File: config.mk
export PLATFORM = sky130hd
export DESIGN_NAME = vcmc_top
export DESIGN_NICKNAME = d
export VERILOG_FILES = /design/src/vcmc_pkg.sv /design/src/vcmc_top.sv
export VERILOG_INCLUDE_DIRS = /design/src /design/src/src
export SDC_FILE = /design/constraint.sdc
export NUM_CORES = 1
export LEC_CHECK = 0
export ABC_AREA = 1
export BUFFER_PORTS_ARGS = -buffer_cell sky130_fd_sc_hd__buf_2
export CAP_MARGIN = 5
export CORE_MARGIN = 1
export CORE_UTILIZATION = 55
export CTS_CLUSTER_SIZE = 30
export DETAILED_ROUTE_END_ITERATION = 6
export HOLD_SLACK_MARGIN = 0.08
export PLACE_DENSITY = 0.77
export SYNTH_ARGS = -nofsm -noshare
export SYNTH_HDL_FRONTEND = slang
export SYNTH_SLANG_ARGS = --single-unit
File: constraint.sdc
create_clock -name i_clk -period 2.5 [get_ports i_clk]
set_input_delay 0.5 -clock i_clk [delete_from_list [all_inputs] [get_ports i_clk]]
set_output_delay 0.5 -clock i_clk [all_outputs]
set_load 0.01 [all_outputs]
File: src/vcmc_map.svh
`ifndef VCMC_MAP_SVH
`define VCMC_MAP_SVH
`define VCMC_OFF_CTRL 8'h00
`define VCMC_OFF_STRB 8'h04
`define VCMC_OFF_STAT 8'h08
`define VCMC_OFF_MPP 8'h0C
`define VCMC_OFF_CH0 8'h10
`define VCMC_OFF_CH_LAST 8'h2C
`define VCMC_CH_MODE_POS 0
`define VCMC_CH_SRC_POS 2
`define VCMC_CH_PBEN_POS 4
`define VCMC_CH_FRZ_POS 5
`define VCMC_CH_SKIP_POS 6
`define VCMC_CH_EN_POS 7
`define VCMC_CTRL_FLD_POS 0
`define VCMC_CTRL_SIM_POS 2
`define VCMC_CTRL_HOLD_POS 3
`define VCMC_CTRL_SWFRM_POS 4
`define VCMC_CH_RESET 8'h80
`define VCMC_CTRL_RESET 5'h00
`define VCMC_MPP_RESET 4'h0
`define VCMC_BAD_WORD 32'hDEADBEEF
`endif

File: src/vcmc_pkg.sv
`default_nettype none
package vcmc_pkg;
	typedef enum logic [1:0] {
		VCMC_LIVE = 2'b00,
		VCMC_STROBE = 2'b01,
		VCMC_SWITCH = 2'b10,
		VCMC_RSVD = 2'b11
	} vcmc_mode_type;
	typedef enum logic [1:0] {
		VCMC_ODD = 2'b00,
		VCMC_EVEN = 2'b01,
		VCMC_ANY = 2'b10,
		VCMC_FRAME = 2'b11
	} vcmc_fld_type;
	typedef struct packed {
		logic fs;
		logic odd;
	} vcmc_vid_type;
	typedef struct packed {
		logic [3:0] src;
		logic valid;
	} vcmc_pic_type;
endpackage
`default_nettype wire

File: src/vcmc_top.sv
// Chosen here: the register offsets and the AXI4-Lite interface to the registers.
`timescale 1ns/1ps
`default_nettype none
`include "vcmc_map.svh"
module vcmc_top (
	// clock and reset
	input wire logic i_clk,
	input wire logic i_reset_n,
	// per-channel input video timing (pins), ch 0-3 display, 4-7 record
	input wire logic [7:0] i_field_start,
	input wire logic [7:0] i_field_odd,
	// switch requests, one pulse per channel, from the switch sequencer
	input wire logic [7:0] i_switch_req,
	input wire logic [31:0] i_switch_src,
	// axi4-lite slave
	input wire logic [7:0] i_awaddr,
	input wire logic i_awvalid,
	output logic o_awready,
	input wire logic [31:0] i_wdata,
	input wire logic [3:0] i_wstrb,
	input wire logic i_wvalid,
	output logic o_wready,
	output logic [1:0] o_bresp,
	output logic o_bvalid,
	input wire logic i_bready,
	input wire logic [7:0] i_araddr,
	input wire logic i_arvalid,
	output logic o_arready,
	output logic [31:0] o_rdata,
	output logic [1:0] o_rresp,
	output logic o_rvalid,
	input wire logic i_rready,
	// picture selection per channel, 4 bits each
	output logic [31:0] o_pic_src,
	output logic [7:0] o_pic_load,
	// auxiliary multipurpose outputs
	output logic [1:0] o_aux_pins
);
	import vcmc_pkg::*;

	localparam int NCH = 8;

	logic [7:0] fs_m_ff, fs_s_ff, fs_d_ff, odd_m_ff, odd_s_ff;
	logic [7:0] chcfg_ff [NCH];
	logic [4:0] ctrl_ff;
	logic [3:0] mpp_ff;
	logic [7:0] req_ff, done_ff;
	logic [31:0] pend_src_ff;
	logic [7:0] aw_addr_ff;
	logic aw_ok_ff, w_ok_ff;
	logic [31:0] w_data_ff;
	logic [3:0] w_strb_ff;
	logic [31:0] hold_src_ff;
	logic [7:0] frame_half_ff;

	vcmc_vid_type vid [NCH];
	logic [7:0] fs_pulse;
	logic wr_go;
	logic [7:0] strb_wr;
	logic [7:0] strb_ok;
	logic [7:0] ev_capture;
	logic all_done;

	function automatic logic [3:0] eff_src(input logic [7:0] cfg, input int ch);
		logic [3:0] s;
		s = {2'b00, cfg[`VCMC_CH_SRC_POS +: 2]};
		if (ch < 4 && cfg[`VCMC_CH_PBEN_POS])
			s = 4'h4 | s;
		return s;
	endfunction

	function automatic logic fld_hit(input vcmc_fld_type f, input logic odd, input logic half);
		logic h;
		h = 1'b0;
		case (f)
			VCMC_ODD: h = odd;
			VCMC_EVEN: h = !odd;
			VCMC_ANY: h = 1'b1;
			VCMC_FRAME: h = half;
			default: h = 1'b0;
		endcase
		return h;
	endfunction

	// two-stage sync of video timing pins
	always_ff @(posedge i_clk or negedge i_reset_n) begin
		if (!i_reset_n) begin
			fs_m_ff <= 8'h00;
			fs_s_ff <= 8'h00;
			fs_d_ff <= 8'h00;
			odd_m_ff <= 8'h00;
			odd_s_ff <= 8'h00;
		end else begin
			fs_m_ff <= i_field_start;
			fs_s_ff <= fs_m_ff;
			fs_d_ff <= fs_s_ff;
			odd_m_ff <= i_field_odd;
			odd_s_ff <= odd_m_ff;
		end
	end
	assign fs_pulse = fs_s_ff & ~fs_d_ff;

	// frame phase: second field of an odd-even pair closes a frame
	always_ff @(posedge i_clk or negedge i_reset_n) begin
		if (!i_reset_n)
			frame_half_ff <= 8'h00;
		else
			for (int c = 0; c < NCH; c++)
				if (fs_pulse[c])
					frame_half_ff[c] <= odd_s_ff[c];
	end

	always_comb begin
		for (int c = 0; c < NCH; c++) begin
			vid[c].fs = fs_pulse[c];
			vid[c].odd = odd_s_ff[c];
		end
	end

	// axi write channel capture, either order
	always_ff @(posedge i_clk or negedge i_reset_n) begin
		if (!i_reset_n) begin
			aw_ok_ff <= 1'b0;
			w_ok_ff <= 1'b0;
			aw_addr_ff <= 8'h00;
			w_data_ff <= 32'h0;
			w_strb_ff <= 4'h0;
			o_awready <= 1'b0;
			o_wready <= 1'b0;
			o_bvalid <= 1'b0;
			o_bresp <= 2'b00;
		end else begin
			o_awready <= !aw_ok_ff && !o_awready && !o_bvalid;
			o_wready <= !w_ok_ff && !o_wready && !o_bvalid;
			if (i_awvalid && o_awready) begin
				aw_ok_ff <= 1'b1;
				aw_addr_ff <= i_awaddr;
			end
			if (i_wvalid && o_wready) begin
				w_ok_ff <= 1'b1;
				w_data_ff <= i_wdata;
				w_strb_ff <= i_wstrb;
			end
			if (wr_go) begin
				aw_ok_ff <= 1'b0;
				w_ok_ff <= 1'b0;
				o_bvalid <= 1'b1;
				o_bresp <= (aw_addr_ff > `VCMC_OFF_CH_LAST || aw_addr_ff[1:0] != 2'b00)
					? 2'b10 : 2'b00;
			end else if (o_bvalid && i_bready)
				o_bvalid <= 1'b0;
		end
	end
	assign wr_go = aw_ok_ff && w_ok_ff && !o_bvalid;
	assign strb_wr = (wr_go && aw_addr_ff == `VCMC_OFF_STRB && w_strb_ff[0])
		? w_data_ff[7:0] : 8'h00;

	// per-channel configuration; busy strobe channel refuses leaving strobe
	always_ff @(posedge i_clk or negedge i_reset_n) begin
		if (!i_reset_n) begin
			for (int c = 0; c < NCH; c++)
				chcfg_ff[c] <= `VCMC_CH_RESET;
			ctrl_ff <= `VCMC_CTRL_RESET;
			mpp_ff <= `VCMC_MPP_RESET;
		end else if (wr_go && w_strb_ff[0]) begin
			if (aw_addr_ff == `VCMC_OFF_CTRL)
				ctrl_ff <= w_data_ff[4:0];
			if (aw_addr_ff == `VCMC_OFF_MPP)
				mpp_ff <= w_data_ff[3:0];
			for (int c = 0; c < NCH; c++)
				if (aw_addr_ff == `VCMC_OFF_CH0 + 8'(4 * c)) begin
					if (req_ff[c] && w_data_ff[1:0] != VCMC_STROBE)
						chcfg_ff[c] <= {w_data_ff[7:2], chcfg_ff[c][1:0]};
					else
						chcfg_ff[c] <= w_data_ff[7:0];
				end
		end
	end

	// strobe request flags; simultaneous-release clear wins over a new set
	always_comb begin
		for (int c = 0; c < NCH; c++) begin
			strb_ok[c] = chcfg_ff[c][1:0] == VCMC_STROBE && !chcfg_ff[c][`VCMC_CH_FRZ_POS];
			ev_capture[c] = req_ff[c] && !done_ff[c] && vid[c].fs
				&& fld_hit(vcmc_fld_type'(ctrl_ff[1:0]), vid[c].odd, frame_half_ff[c]);
		end
	end
	assign all_done = (req_ff & ~done_ff) == 8'h00;

	always_ff @(posedge i_clk or negedge i_reset_n) begin
		if (!i_reset_n) begin
			req_ff <= 8'h00;
			done_ff <= 8'h00;
			pend_src_ff <= 32'h0;
		end else begin
			for (int c = 0; c < NCH; c++) begin
				if (strb_wr[c] && !req_ff[c] && strb_ok[c]) begin
					req_ff[c] <= 1'b1;
					done_ff[c] <= 1'b0;
				end else if (strb_wr[c] && !req_ff[c]) begin
					req_ff[c] <= 1'b0;
				end else if (ev_capture[c]) begin
					pend_src_ff[4*c +: 4] <= eff_src(chcfg_ff[c], c);
					if (ctrl_ff[`VCMC_CTRL_SIM_POS])
						done_ff[c] <= 1'b1;
					else
						req_ff[c] <= 1'b0;
				end else if (!strb_ok[c] && req_ff[c] && !done_ff[c]) begin
					req_ff[c] <= 1'b0;
				end
			end
			if (ctrl_ff[`VCMC_CTRL_SIM_POS] && req_ff != 8'h00 && all_done) begin
				req_ff <= 8'h00;
				done_ff <= 8'h00;
			end
			if (!ctrl_ff[`VCMC_CTRL_SIM_POS])
				done_ff <= 8'h00;
		end
	end

	// picture outputs: live, strobe, switch
	always_ff @(posedge i_clk or negedge i_reset_n) begin
		if (!i_reset_n) begin
			o_pic_src <= 32'h0;
			o_pic_load <= 8'h00;
			hold_src_ff <= 32'h0;
		end else begin
			o_pic_load <= 8'h00;
			for (int c = 0; c < NCH; c++) begin
				case (vcmc_mode_type'(chcfg_ff[c][1:0]))
					VCMC_LIVE: begin
						if (vid[c].fs) begin
							o_pic_src[4*c +: 4] <= eff_src(chcfg_ff[c], c);
							o_pic_load[c] <= 1'b1;
						end
					end
					VCMC_STROBE: begin
						if (ev_capture[c] && !ctrl_ff[`VCMC_CTRL_SIM_POS]) begin
							o_pic_src[4*c +: 4] <= eff_src(chcfg_ff[c], c);
							o_pic_load[c] <= 1'b1;
						end
					end
					VCMC_SWITCH: begin
						if (i_switch_req[c] && chcfg_ff[c][`VCMC_CH_EN_POS]
							&& !chcfg_ff[c][`VCMC_CH_FRZ_POS]
							&& !chcfg_ff[c][`VCMC_CH_SKIP_POS])
							hold_src_ff[4*c +: 4] <= (c >= 4)
								? {2'b00, i_switch_src[4*c +: 2]} : i_switch_src[4*c +: 4];
						if (vid[c].fs && (!ctrl_ff[`VCMC_CTRL_SWFRM_POS] || !vid[c].odd)) begin
							if (ctrl_ff[`VCMC_CTRL_HOLD_POS]
								|| o_pic_src[4*c +: 4] != hold_src_ff[4*c +: 4]) begin
								o_pic_src[4*c +: 4] <= hold_src_ff[4*c +: 4];
								o_pic_load[c] <= 1'b1;
							end
						end
					end
					default: o_pic_load[c] <= 1'b0;
				endcase
			end
			if (ctrl_ff[`VCMC_CTRL_SIM_POS] && req_ff != 8'h00 && all_done) begin
				for (int c = 0; c < NCH; c++)
					if (done_ff[c]) begin
						o_pic_src[4*c +: 4] <= pend_src_ff[4*c +: 4];
						o_pic_load[c] <= 1'b1;
					end
			end
		end
	end

	// auxiliary pins show flag pair chosen by config; pairs above 3 do not exist
	always_ff @(posedge i_clk or negedge i_reset_n) begin
		if (!i_reset_n)
			o_aux_pins <= 2'b00;
		else if (mpp_ff[0] && !mpp_ff[3])
			o_aux_pins <= req_ff[2*mpp_ff[3:1] +: 2];
		else
			o_aux_pins <= 2'b00;
	end

	// axi read
	always_ff @(posedge i_clk or negedge i_reset_n) begin
		if (!i_reset_n) begin
			o_arready <= 1'b0;
			o_rvalid <= 1'b0;
			o_rdata <= 32'h0;
			o_rresp <= 2'b00;
		end else begin
			o_arready <= !o_rvalid && !o_arready;
			if (i_arvalid && o_arready) begin
				o_rvalid <= 1'b1;
				o_rresp <= 2'b00;
				o_rdata <= 32'h0;
				if (i_araddr == `VCMC_OFF_CTRL)
					o_rdata <= {27'h0, ctrl_ff};
				else if (i_araddr == `VCMC_OFF_STRB || i_araddr == `VCMC_OFF_STAT)
					o_rdata <= {24'h0, req_ff};
				else if (i_araddr == `VCMC_OFF_MPP)
					o_rdata <= {28'h0, mpp_ff};
				else if (i_araddr >= `VCMC_OFF_CH0 && i_araddr <= `VCMC_OFF_CH_LAST
					&& i_araddr[1:0] == 2'b00)
					o_rdata <= {24'h0, chcfg_ff[i_araddr[4:2] ^ 3'b100]}; // channel 0 sits at 0x10
				else begin
					o_rresp <= 2'b10;
					o_rdata <= `VCMC_BAD_WORD;
				end
			end else if (o_rvalid && i_rready)
				o_rvalid <= 1'b0;
		end
	end

	chk_strobe_clear_nonstrobe: assert property (@(posedge i_clk) disable iff (!i_reset_n)
		(strb_wr[0] && !req_ff[0] && !strb_ok[0]) |=> !req_ff[0])
		else $error("refused strobe left flag set");
	chk_busy_keeps_mode: assert property (@(posedge i_clk) disable iff (!i_reset_n)
		req_ff[0] |=> (chcfg_ff[0][1:0] == VCMC_STROBE || !$past(strb_ok[0])))
		else $error("busy channel left strobe mode");
	chk_strobe_sets_flag: assert property (@(posedge i_clk) disable iff (!i_reset_n)
		(strb_wr[1] && !req_ff[1] && strb_ok[1]) |=> req_ff[1])
		else $error("strobe did not set flag");
	chk_capture_clears_flag: assert property (@(posedge i_clk) disable iff (!i_reset_n)
		(ev_capture[0] && !ctrl_ff[2] && !strb_wr[0]) |=> !req_ff[0] ##1 o_pic_load[0] == 1'b0)
		else $error("flag not cleared after capture");
	chk_live_refresh: assert property (@(posedge i_clk) disable iff (!i_reset_n)
		(fs_pulse[2] && chcfg_ff[2][1:0] == VCMC_LIVE) |=> o_pic_load[2])
		else $error("live field not loaded");
	chk_strobe_no_spurious: assert property (@(posedge i_clk) disable iff (!i_reset_n)
		(chcfg_ff[0][1:0] == VCMC_STROBE && !ev_capture[0] && !ctrl_ff[2]) |=> !o_pic_load[0])
		else $error("strobe channel loaded without capture");
	chk_sim_together: assert property (@(posedge i_clk) disable iff (!i_reset_n)
		(ctrl_ff[2] && req_ff != 8'h00 && all_done) |=> (req_ff == 8'h00 && o_pic_load != 8'h00))
		else $error("simultaneous release failed");
	chk_aux_follows: assert property (@(posedge i_clk) disable iff (!i_reset_n)
		(mpp_ff == 4'h1) ##1 (mpp_ff == 4'h1) |-> o_aux_pins == $past(req_ff[1:0]))
		else $error("aux pins not showing flags");
	chk_switch_frozen: assert property (@(posedge i_clk) disable iff (!i_reset_n)
		chcfg_ff[2][`VCMC_CH_FRZ_POS] |=> $stable(hold_src_ff[11:8]))
		else $error("frozen channel took switch");
	chk_reset_live: assert property (@(posedge i_clk)
		$rose(i_reset_n) |-> (chcfg_ff[0][1:0] == VCMC_LIVE && req_ff == 8'h00 && !ctrl_ff[2]))
		else $error("reset state wrong");
endmodule
`default_nettype wire

==> flow_summary.ini <==
[logic_synthesis]
netlist_area_um2 = 13400
ys_types = 48
postSynthCellCount = 1702
synth.avg_cell_area_um2 = 7.89
yosysSeqAreaShare_pct = 48.0
synth_top_area_share_pct = 46.4
ys_warn_count = 0
synth_seq_cells = 257
synthTopCellsByArea = dfrtp_1, nand2_1, nand3_1
synth_top_cell_by_area = dfrtp_1

[worst_setup_path]
crit_path_max_fanout = 11
crit_type = flip-flop to flip-flop
cp.arrival_ps = 2520
end_kind = flip-flop
setup.worst_path.start_class = flip-flop
required_ps = 2930

[pwr]
max-vdd-ir-drop_uv = 737
p_leak_nw = 7.78
p_int_mw = 8.51
swShare_pct = 36.1
total_power_mw = 13.3
combPwrFrac_pct = 26.8
switchingPower_mw = 4.81
pwr-share-seq_pct = 41.6
powerDensity_nw_per_um2 = 848
clock_power_share_pct = 31.6

[floorplan]
rows = 56
die_x_um = 158
core_area_um2 = 23700
die_h_um = 158
io_pins = 198
initial_core_util_pct = 56.7
die_area_um2 = 25000

[clocking]
cts_setup_buffers = 0
htreeDepth = 1
clk_latency_ps = 560
cts_sinks = 257
numCtsBuffers = 28
hold_buffers = 17
cts_resized = 0
clockBufferDepth = 3
cts_tree = done
cts-root-buf = clkbuf_16
clk_pin_slew_worst_paths_ps = 60

[timing]
setup-tns-final_ps = 0
rsz0062_at_grt = no
tightest_slew_ps = 879
max-slew-margin-rel_pct = 41.4
setup_violations = 0
hold_viol = 0
slew_viol_final = 0
fmax_ghz = 0.478
fin_crit_sh_pct = 83.7
fin_hold_ws_ps = 121
period_minus_slack_ps = 2090
finClkSkew_ps = 30.4

[run]
maxCapViolCount = 0

[detailed_routing]
drtIter0Drc = 1084
ant_nets = 0
drc_errors = 0
dr.pass1.iters = 7
wire_per_inst_um = 17.6
vias_per_cell = 5.55
vias = 12400
totalWireLength_um = 39200

[min_path]
min_path_type = primary input to flip-flop

[final_layout]
syn_to_final_growth_pct = 17.0
diodes = 0
layout_commonest_cell = nand2_1
layout_common_cells = nand2_1, dfrtp_1, inv_1, nor2_1, nand3_1
layout-drive-gt1-share_pct = 18.5
layout.nets = 2004

[grt]
grt_max_degree = 63
grt_pass1_wl_um = 61100
first_global_vias = 11700
grt_use_total_pct = 32.1
antenna_found_initial = 0
grt_overflow = 0

[placement]
dp_hpwl_um = 28200
place.gp.congestion = 0.971
port-buffer-count = 153

[outcome]
status = complete, no violations
## state kept, by name, indices dropped and copies added (netlist names), 4 cells and up
name,count
aw_addr_ff,8
frame_half_ff,8
w_data_ff,8
o_rdata,9
ctrl_ff,5
mpp_ff,4
done_ff,8
o_pic_src,32
chcfg_ff,64
req_ff,8
fs_s_ff,8
o_pic_load,8
pend_src_ff,20
odd_m_ff,8
fs_d_ff,8
fs_m_ff,8
hold_src_ff,24
odd_s_ff,8
## cells in the mapped netlist (all sizes together)
cell,count
xor2,1
nor3,20
mux2,10
nand2,422
a31o,1
and2,1
o22ai,9
nand4,25
conb,1
clkinv,2
nor2b,1
a22oi,2
o211ai,38
o2111a,4
buf,50
a21oi,63
xnor2,11
or2,2
o31ai,1
inv,213
dfrtp,249
nand3,178
a31oi,1
nor2,196
a211oi,4
o21ai,169
dfstp,8
o2111ai,6
clkbuf,14
## through the flow
step | area [um2] | worst slack (ps) | instances | util (%)
after floorplan | 13500 | 945 | 1710 | -
after global placement | 14600 | 452 | 2161 | 61.6
after detailed placement | 14600 | 408 | 2161 | 61.6
after CTS | 15700 | 440 | 2229 | 66.3
after global routing | 15700 | 268 | 2229 | 66.3
final | 15700 | 408 | 2229 | 66.3
## kinds of logic after synthesis
logic type / share of synthesized area [%]
buf+inv: 9.18
other cells: 0.0279
compound gates: 12.9
simple gates: 28.3
mux: 0.839
xor+xnor: 0.783
flops: 48.0
## worst max-delay path: stages, from the launching register on
cell     delay, ps
dfrtp_1        390
inv_2          110
nor2_2         270
nand3_1        110
nor2_1         570
nand3_1        170
nand3_1        130
nand3_1         80
nor2_1         100
nor2_1          40
## layer usage
layer  share of wire (%)  global-route usage, %  routed length (um)  up-vias
met5                   0                      0                   0        -
met4                 3.8                   10.9                1480        0
met3                 7.1                   4.38                2800       86
met2                  48                   54.4               18800      519
met1                  41                   42.3               16100     5867
li1                    -                      -                   -     5907
## worst paths after layout
check,startpoint,depth (start not counted),slack (ps),to
setup / recovery,req_ff[2]$_DFFE_PN0P_,9,410,o_pic_src[8]$_DFF_PN0_
hold / removal,i_bready,2,120,o_bvalid$_DFFE_PN0P_
setup reg to reg,req_ff[2]$_DFFE_PN0P_,9,410,o_pic_src[8]$_DFF_PN0_
hold reg to reg,odd_m_ff[4]$_DFF_PN0_,0,350,odd_s_ff[4]$_DFF_PN0_
max in group asynchronous,i_reset_n,3,1270,chcfg_ff[7]$_DFFE_PN1P_
min in group asynchronous,i_reset_n,2,510,o_pic_src[13]$_DFF_PN0_
## cell type report
| cell class | instances | area (um2) |
|---|---|---|
| sequential | 257 | 6440 |
| timing repair buffer | 213 | 1340 |
| fill | 2075 | 7980 |
| clock buffer | 43 | 807 |
| inverter | 215 | 807 |
| multi-input combinational | 1174 | 5780 |
| tap | 319 | 399 |
| clock inverter | 8 | 126 |
## power groups by stage
stage	sequential (mW)	combinational, mW	clock (mW)
final	5.54	3.58	4.20
after global routing	5.61	3.94	4.39
after CTS	5.52	3.56	4.24
after detailed placement	5.59	3.50	0
after global placement	5.57	3.42	0
after floorplan	5.45	2.21	0
Power figures use the tool's default switching activity.
